## config.mk

```make
export PLATFORM = sky130hd
export DESIGN_NAME = cam_unit
export DESIGN_NICKNAME = d
export VERILOG_FILES = /design/src/hdl/cam_pkg.sv /design/src/hdl/cam_unit.sv
export SDC_FILE = /design/constraint.sdc
export NUM_CORES = 1
export LEC_CHECK = 0
export BUFFER_PORTS_ARGS = -buffer_cell sky130_fd_sc_hd__buf_2
export CAP_MARGIN = 20
export CORE_MARGIN = 1
export CORE_UTILIZATION = 31
export DETAILED_ROUTE_END_ITERATION = 6
export GPL_ROUTABILITY_DRIVEN = 1
export PLACE_DENSITY_LB_ADDON = 0.25
export SLEW_MARGIN = 40
export SYNTH_ARGS = -nofsm -noshare
export SYNTH_HDL_FRONTEND = slang
export SYNTH_SLANG_ARGS = --single-unit
```

## constraint.sdc

```tcl
create_clock -name sys_clk -period 3.69 [get_ports sys_clk]
set_input_delay 0.369 -clock sys_clk [delete_from_list [all_inputs] [get_ports sys_clk]]
set_output_delay 0.369 -clock sys_clk [all_outputs]
set_load 0.02 [all_outputs]
```

## src/hdl/cam_pkg.sv

```systemverilog
// shared types and constants of the address mode unit
package cam_pkg;
	typedef enum logic [2:0] {CL_ARITH, CL_XFER, CL_BIT, CL_JUMP, CL_RELCALL, CL_TRAP} cam_class_e;
	typedef enum logic [3:0] {AM_REGDIR, AM_REGIND, AM_DISP, AM_POSTINC, AM_PREDEC,
		AM_ABS, AM_IMM, AM_IMPLICIT, AM_PCREL, AM_MEMIND} cam_mode_e;
	typedef enum logic [1:0] {SZ_BYTE, SZ_WORD, SZ_LONG} cam_size_e;
	typedef enum logic [1:0] {XW_8, XW_16, XW_24, XW_32} cam_xw_e;
	typedef enum logic [1:0] {ST_IDLE, ST_EXT, ST_CALC, ST_MEMRD} cam_phase_e;

	// field positions inside the first instruction word
	localparam int OP_LSB    = 12;
	localparam int OP2_LSB   = 8;
	localparam int RN_LSB    = 4;
	localparam int RM_LSB    = 0;
	localparam int TRAP_LSB  = 4;
	localparam int BITN_LSB  = 4;
	localparam int IMPL_LSB  = 4;
	localparam int SHORT_LSB = 0;

	localparam logic [23:0] ABS8_FILL   = 24'hffff00;
	localparam logic [23:0] MEMIND_FILL = 24'h000000;
	localparam logic [31:0] TOP_MASK    = 32'h00ffffff;
	localparam logic [31:0] STEP_BYTE   = 32'h00000001;
	localparam logic [31:0] STEP_WORD   = 32'h00000002;
	localparam logic [31:0] STEP_LONG   = 32'h00000004;
	localparam logic [23:0] INSTR_BYTES = 24'h000002;

	typedef struct packed {
		cam_class_e  cls;
		cam_mode_e   mode;
		cam_size_e   size;
		cam_xw_e     xw;
		logic        bitFromReg;
		logic [23:0] pc;
		logic [15:0] word;
	} cam_cmd_s;

	typedef struct packed {
		logic        illegal;
		logic [3:0]  opField;
		logic [3:0]  opField2;
		logic [3:0]  firstReg;
		logic [3:0]  secondReg;
		logic        eaUsed;
		logic [15:0] ea;
		logic [31:0] operand;
		logic        targetValid;
		logic [23:0] target;
		logic [2:0]  bitNumber;
		logic [1:0]  trapVector;
		logic        regWrite;
		logic [2:0]  regWIdx;
		logic [31:0] regWData;
	} cam_result_s;

	typedef struct packed {
		cam_phase_e  phase;
		cam_cmd_s    cmd;
		logic [31:0] ext;
		logic [1:0]  left;
		logic [1:0]  words;
		logic        resValid;
		cam_result_s res;
		logic [15:0] memAddr;
	} cam_state_s;

	localparam cam_state_s ST_RESET = '0;
endpackage

```

## src/hdl/cam_unit.sv

```systemverilog
// instruction format decoder and effective address generator
// Summary of operation
// - instruction is a first 16-bit word plus 16-bit extension words after it
// - operation field is the top four bits; a second one follows it
// - address registers use 3-bit codes, data registers 3 or 4 bits
// - extension is 8, 16 or 32 bits; 24-bit values have top byte zero
// - addresses computed in 24 bits, low 16 bits are the effective address
// - arithmetic and logic accept only register direct, immediate and implicit
// - transfers accept all modes but pc relative, memory indirect and implicit
// - bit ops use direct, indirect or absolute; bit number from register or immediate
// - register direct picks byte, half or full 32-bit register
// - register indirect uses low 24 bits of the address register
// - displacement of 16 (sign-extended) or 24 bits added to register
// - post-increment add_constant_instruction 1, 2 or 4 by size after the access
// - pre-decrement subtracts 1, 2 or 4 first and writes the result back
// - 8-bit absolute fills upper bits with ones
// - 16-bit absolute sign-extends; 16 and 24-bit reach all 64k
// - immediate of 8, 16 or 32 bits; constant add/sub and inc/dec implicit
// - trap carries a 2-bit vector select in its opcode word
// - pc relative add_constant_instruction sign-extended 8/16-bit displacement to next pc
// - memory indirect allowed only for jump and subroutine call
// - memory indirect reads a longword at zero-extended 8-bit address
`timescale 1ns/1ps
module cam_unit
	import cam_pkg::*;
(
	input  wire logic        sys_clk,   // 20 MHz clock
	input  wire logic        rst_b,     // async reset, active low
	input  wire logic        cmdValid,  // new instruction offered
	input  wire cam_cmd_s    cmd,       // first word and its decode
	output logic             cmdReady,  // idle, takes cmd
	input  wire logic        wordValid, // extension word offered
	input  wire logic [15:0] word,      // extension word
	output logic             wordReady, // extension word taken
	output logic [2:0]       regSelA,   // address/operand register index
	input  wire logic [31:0] regDataA,  // contents of regSelA
	output logic [2:0]       regSelB,   // bit number register index
	input  wire logic [31:0] regDataB,  // contents of regSelB
	output logic             memReq,    // longword read request
	output logic [15:0]      memAddr,   // read address
	input  wire logic        memAck,    // read data valid
	input  wire logic [31:0] memData,   // read data
	output logic             resValid,  // result pulse
	output cam_result_s      res        // decoded result
);
	cam_state_s s;
	cam_state_s next_s;

	function automatic logic modeLegal(input cam_class_e c, input cam_mode_e m);
		logic ok;
		ok = 1'b0;
		unique case (c)
			CL_ARITH:   ok = (m == AM_REGDIR) || (m == AM_IMM) || (m == AM_IMPLICIT);
			CL_XFER:    ok = (m != AM_PCREL) && (m != AM_MEMIND) && (m != AM_IMPLICIT);
			CL_BIT:     ok = (m == AM_REGDIR) || (m == AM_REGIND) || (m == AM_ABS);
			CL_JUMP:    ok = (m == AM_REGIND) || (m == AM_ABS) || (m == AM_MEMIND);
			CL_RELCALL: ok = (m == AM_PCREL);
			CL_TRAP:    ok = (m == AM_IMPLICIT);
			default:    ok = 1'b0;
		endcase
		return ok;
	endfunction

	function automatic logic [31:0] stepOf(input logic [1:0] sz);
		logic [31:0] st;
		st = STEP_LONG;
		if (sz == SZ_BYTE) begin
			st = STEP_BYTE;
		end else if (sz == SZ_WORD) begin
			st = STEP_WORD;
		end
		return st;
	endfunction

	function automatic logic [31:0] sext16(input logic [15:0] v);
		return {{16{v[15]}}, v};
	endfunction

	function automatic logic [23:0] sext8(input logic [7:0] v);
		return {{16{v[7]}}, v};
	endfunction

	// extension widths each mode can carry; a mismatch is refused like a bad mode
	function automatic logic xwLegal(input cam_mode_e m, input cam_xw_e xw);
		logic ok;
		ok = 1'b0;
		unique case (m)
			AM_DISP:  ok = (xw == XW_16) || (xw == XW_24);
			AM_ABS:   ok = (xw != XW_32);
			AM_IMM:   ok = 1'b1;
			AM_PCREL: ok = (xw == XW_8) || (xw == XW_16);
			default:  ok = (xw == XW_8);
		endcase
		return ok;
	endfunction

	function automatic logic [1:0] extWords(input cam_xw_e xw);
		logic [1:0] n;
		n = 2'h0;
		if (xw == XW_16) begin
			n = 2'h1;
		end else if (xw == XW_24 || xw == XW_32) begin
			n = 2'h2;
		end
		return n;
	endfunction

	// byte: codes 0-7 upper half, 8-15 lower; word: 0-7 low half, 8-15 high
	function automatic logic [31:0] pickReg(input logic [31:0] d, input logic [3:0] code,
		input cam_size_e sz);
		logic [31:0] v;
		v = d;
		if (sz == SZ_BYTE) begin
			v = code[3] ? {24'h000000, d[7:0]} : {24'h000000, d[15:8]};
		end else if (sz == SZ_WORD) begin
			v = code[3] ? {16'h0000, d[31:16]} : {16'h0000, d[15:0]};
		end
		return v;
	endfunction

	logic [31:0] ext;
	logic [31:0] disp32;
	logic [31:0] ext16s;
	logic [31:0] step;
	logic [31:0] sum;
	logic [31:0] bitSrc;
	logic [23:0] addr;
	logic [23:0] nextPc;
	logic [23:0] pcDisp;
	logic [15:0] fw;
	cam_result_s r;

	// alignment of registers and branch targets is left to software and not checked here
	always_comb begin
		next_s = s;
		next_s.resValid = 1'b0;
		fw = s.cmd.word;
		ext = s.ext;
		if (s.cmd.xw == XW_24) begin
			ext = s.ext & TOP_MASK;
		end
		ext16s = sext16(ext[15:0]);
		disp32 = (s.cmd.xw == XW_16) ? ext16s : ext;
		step = stepOf(s.cmd.size);
		sum = 32'h00000000;
		addr = 24'h000000;
		bitSrc = pickReg(regDataB, fw[RM_LSB+:4], SZ_BYTE);
		nextPc = s.cmd.pc + INSTR_BYTES + {21'h000000, s.words, 1'b0};
		pcDisp = (s.cmd.xw == XW_8) ? sext8(fw[SHORT_LSB+:8]) : ext16s[23:0];
		r = '0;
		r.opField = fw[OP_LSB+:4];
		r.opField2 = fw[OP2_LSB+:4];
		r.firstReg = fw[RN_LSB+:4];
		r.secondReg = fw[RM_LSB+:4];
		r.illegal = !modeLegal(s.cmd.cls, s.cmd.mode) || !xwLegal(s.cmd.mode, s.cmd.xw);
		r.regWIdx = fw[RN_LSB+:3];
		unique case (s.cmd.mode)
			AM_REGDIR: begin
				r.operand = pickReg(regDataA, fw[RN_LSB+:4], s.cmd.size);
			end
			AM_REGIND: begin
				addr = regDataA[23:0];
			end
			AM_DISP: begin
				sum = regDataA + disp32;
				addr = sum[23:0];
			end
			AM_POSTINC: begin
				addr = regDataA[23:0];
				r.regWrite = 1'b1;
				r.regWData = regDataA + step;
			end
			AM_PREDEC: begin
				sum = regDataA - step;
				addr = sum[23:0];
				r.regWrite = 1'b1;
				r.regWData = sum;
			end
			AM_ABS: begin
				if (s.cmd.xw == XW_8) begin
					addr = {ABS8_FILL[23:8], fw[SHORT_LSB+:8]};
				end else if (s.cmd.xw == XW_16) begin
					addr = ext16s[23:0];
				end else begin
					addr = ext[23:0];
				end
			end
			AM_IMM: begin
				if (s.cmd.xw == XW_8) begin
					r.operand = {24'h000000, fw[SHORT_LSB+:8]};
				end else if (s.cmd.xw == XW_16) begin
					r.operand = {16'h0000, ext[15:0]};
				end else begin
					r.operand = ext;
				end
			end
			AM_IMPLICIT: begin
				r.operand = stepOf(fw[IMPL_LSB+:2]);
			end
			AM_PCREL: begin
				addr = nextPc + pcDisp;
			end
			AM_MEMIND: begin
				addr = {MEMIND_FILL[23:8], fw[SHORT_LSB+:8]};
			end
			default: begin
				r.illegal = 1'b1;
			end
		endcase
		r.eaUsed = !(s.cmd.mode inside {AM_REGDIR, AM_IMM, AM_IMPLICIT});
		r.ea = addr[15:0];
		if (s.cmd.cls == CL_JUMP || s.cmd.cls == CL_RELCALL) begin
			r.targetValid = (s.cmd.mode != AM_MEMIND);
			r.target = addr;
		end
		if (s.cmd.cls == CL_BIT) begin
			r.bitNumber = s.cmd.bitFromReg ? bitSrc[2:0] : fw[BITN_LSB+:3];
		end
		if (s.cmd.cls == CL_TRAP) begin
			r.trapVector = fw[TRAP_LSB+:2];
			r.operand = {30'h00000000, fw[TRAP_LSB+:2]};
		end
		if (r.illegal) begin
			r.regWrite = 1'b0;
			r.targetValid = 1'b0;
		end

		unique case (s.phase)
			ST_IDLE: begin
				if (cmdValid) begin
					next_s.cmd = cmd;
					next_s.ext = 32'h00000000;
					next_s.words = extWords(cmd.xw);
					next_s.left = extWords(cmd.xw);
					next_s.phase = (extWords(cmd.xw) == 2'h0) ? ST_CALC : ST_EXT;
				end
			end
			ST_EXT: begin
				if (wordValid) begin
					next_s.ext = {s.ext[15:0], word};
					next_s.left = s.left - 2'h1;
					if (s.left == 2'h1) begin
						next_s.phase = ST_CALC;
					end
				end
			end
			ST_CALC: begin
				if (!r.illegal && s.cmd.mode == AM_MEMIND) begin
					next_s.memAddr = addr[15:0];
					next_s.phase = ST_MEMRD;
				end else begin
					next_s.res = r;
					next_s.resValid = 1'b1;
					next_s.phase = ST_IDLE;
				end
			end
			// the previous result stands while the read is out; decode is rebuilt from the held command
			ST_MEMRD: begin
				if (memAck) begin
					next_s.res = r;
					next_s.res.target = memData[23:0];
					next_s.res.targetValid = 1'b1;
					next_s.resValid = 1'b1;
					next_s.phase = ST_IDLE;
				end
			end
		endcase
	end

	always_ff @(posedge sys_clk or negedge rst_b) begin
		if (!rst_b) begin
			s <= ST_RESET;
		end else begin
			s <= next_s;
		end
	end

	assign cmdReady = (s.phase == ST_IDLE);
	assign wordReady = (s.phase == ST_EXT);
	assign memReq = (s.phase == ST_MEMRD);
	assign memAddr = s.memAddr;
	assign regSelA = s.cmd.word[RN_LSB+:3];
	assign regSelB = s.cmd.word[RM_LSB+:3];
	assign resValid = s.resValid;
	assign res = s.res;
endmodule

```

==> impl_metrics.json <==
{
  "cts_root_buf": "clkbuf_16",
  "status": "complete, no violations",
  "drive_gt1_share_pct": 24.6,
  "dieArea_um2": 55300,
  "worst_ep_required_time_ns": 4.15,
  "period_minus_slack_ns": 3.57,
  "clkPwrFrac_pct": 14.8,
  "nNetsFinal": 2584,
  "synth.largest_area_cell": "dfrtp_1",
  "crit_type": "flop to flop",
  "ios": 327,
  "wire_per_inst_um": 22.4,
  "track_usage_pct": 23.9,
  "clock-sinks": 236,
  "ir_drop_mv": 0.656,
  "grt_pass1_vias": 16000,
  "fin_worst_skew_ns": 0.0190,
  "yosysWarnings": 0,
  "cts_tree": "yes",
  "fp.dieH_um": 235,
  "whs_ns": 0.0277,
  "overflow": 0,
  "worst_slack_ns": 0.117,
  "clock_latency_ns": 0.59,
  "cts_inserted_buffers": 27,
  "drcViolationCount": 0,
  "clk_path_buf_depth": 3,
  "synth_edf_count": 0,
  "avgViaCountPerCell": 5.40,
  "reg2reg_depth": 15,
  "routed_wl_mm": 68.1,
  "swShare_pct": 48.3,
  "core_area_um2": 53800,
  "p_total_mw": 18.5,
  "dr.first_iter.drc_count": 1172,
  "p_leak_nw": 9.86,
  "portBuffers": 292,
  "r2r_setup_slack_ns": 0.12,
  "slew_violations": 0,
  "timing.fmax_ghz": 0.280,
  "powerDensity_nw_per_um2": 902,
  "grt_max_degree": 102,
  "cp-start-kind": "flop",
  "firstDrtPassIters": 5,
  "p_comb_share_pct": 61.0,
  "final_cells": 3047,
  "ys_async_sr_fraction_pct": 100,
  "hold_viol": 0,
  "synth.ff_latch_count": 236,
  "start_util_pct": 31.3,
  "setup_viol": 0,
  "synth.net_count": 2317,
  "ys_top_cells_by_area": "dfrtp_1, nand2_1, buf_4",
  "htree_levels": 1,
  "rsz0062_at_grt": "yes",
  "max_slew.worst_pin.slew_ns": 0.705,
  "die_w_um": 235,
  "synth_top_area_share_pct": 35.0,
  "synthCells": 2068,
  "yosysSeqAreaShare_pct": 35.0,
  "dp_slack_ns": -0.0865,
  "detail-route-antenna-nets": 0,
  "period_share_pct": 96.8,
  "crit_start": "s[226]",
  "drv_cap": 0,
  "slew_headroom_pct": 53.0,
  "antenna_found_initial": 7,
  "cp_max_fo": 11,
  "yosys.cell_count.top_type": "nand2_1",
  "synthFlopType": "dfrtp_1",
  "hp-class": "input pin to flop",
  "r2r-start": "s[226]",
  "r2r_end": "res[52]",
  "cp-endpoint": "res[52]",
  "p_seq_share_pct": 24.1,
  "dp_cells": 2957,
  "p_sw_mw": 8.92,
  "end_kind": "flop",
  "vias": 16500,
  "grt_pass1_wl_mm": 102,
  "netlist_area_um2": 16900,
  "gp_congestion": 0.985,
  "postSynthAreaPerCell_um2": 8.16,
  "crit_arrival_ns": 4.03,
  "hpwlAfterDp_mm": 53.2,
  "ys_types": 90,
  "path_clk_slew_ns": 0.06,
  "internal_power_mw": 9.54,
  "rows": 85,
  "worstHoldStart": "memData[3]",
  "synthTopCellsByCount": "nand2_1, dfrtp_1, buf_4",
  "area_delta_synth_final_pct": 21.3
}
-- what timing repair did --
item | CTS | global route
setup endpoints to repair | 1 | 14
pin swaps | 0 | 6
endpoints found under the hold margin | 79 | 0
resized for setup | 1 | 19
hold buffers | 43 | 0
buffers inserted | 0 | 1
-- area by class of cell --
type                            count  area [um^2]
Antenna cell                        2         5.00
Clock buffer                       33          738
Clock inverter                     10          143
Fill cell                        5673        33300
Inverter                           44          166
Multi-Input combinational cell   1503         9220
Sequential cell                   236         5910
Tap cell                          696          871
Timing Repair Buffer              523         3410
-- worst max-delay path, cell delays in order (launching register included) --
cell       delay, ns
dfrtp_1         0.41
nor2_4          0.17
buf_6           0.18
mux2i_1         0.22
inv_1           0.11
ha_1            0.30
ha_1            0.29
and2_1          0.17
and3_1          0.19
o21a_1          0.12
o21a_1          0.20
a21oi_1         0.17
xor2_1          0.21
o2111ai_2       0.17
buf_4           0.19
a221o_1         0.31
-- cell families (layout without fill, tap and decap cells) --
kind of cell | count (synthesis) | count (layout) | share of synthesized area, %
xor gates and xnor gates | 57 | 57 | 2.96
DFF | 236 | 236 | 35.0
other | 0 | 2 | 0
muxes | 34 | 34 | 2.14
and+or+nand+nor | 780 | 780 | 21.0
buffers and inverters | 329 | 610 | 11.1
AOI/OAI and AO/OA | 552 | 552 | 21.6
adders and majority gates | 80 | 80 | 6.16
-- power by group through the flow --
stage                     combinational (mW)  sequential, mW  clock (mW)
final                                   11.3            4.45        2.74
after global placement                  10.9            4.45           0
after CTS                               11.1            4.45        2.81
after detailed placement                11.0            4.49           0
after floorplan                         7.54            4.08           0
after global routing                    12.2            4.57        2.91
-- state kept, by name, indices dropped and copies added (netlist names) --
| name | flops |
|---|---|
| fw | 16 |
| res | 129 |
| resValid | 1 |
| s | 74 |
| memAddr | 16 |
-- cells in the final DEF (no fill, tap or decap), types with 16 or more instances in the layout --
cell	netlist	routed
a221o_1	16	16
and3_1	26	26
o22ai_1	23	23
o31ai_1	39	39
nor3_1	25	24
o21a_1	20	20
dfrtp_1	236	235
a22oi_1	34	33
nand2_1	435	433
a31oi_1	23	23
dlygate4sd3_1	0	43
buf_4	159	180
buf_2	22	291
inv_1	40	39
and2_1	24	21
xnor2_1	34	32
a21oi_1	110	107
nor2_1	114	113
o211ai_1	23	23
a21o_1	31	31
ha_1	75	74
xor2_1	23	23
clkbuf_16	0	27
nand3_1	48	48
o21ai_0	127	123
-- metrics by stage --
| stage | instance area (um^2) | util (%) | TNS [ns] |
|---|---|---|---|
| floorplan | 16900 | - | 0 |
| global placement | 19000 | 35.3 | 0 |
| detailed placement | 19100 | 35.4 | -0.0865 |
| CTS | 20400 | 37.9 | 0 |
| global route | 20500 | 38.0 | -0.0214 |
| finish | 20500 | 38.0 | 0 |
-- worst min-delay path by stage --
stage,to,slack [ns],cells past startpoint
after floorplan,fw[0],0.07,0
after global routing,res[44],0.02,2
after detailed placement,s[163],0.29,1
after global placement,res[123],0.45,2
after CTS,res[41],0.002,3
final,res[44],0.03,2
-- layer usage --
layer	share of wire [%]	vias to the layer above	track usage, %
li1	-	7710	-
met1	44	8135	32.0
met2	48	511	40.0
met3	5.9	91	3.44
met4	2.3	10	6.56
met5	0.097	-	0
No activity file was read; power rests on OpenSTA's default activity.
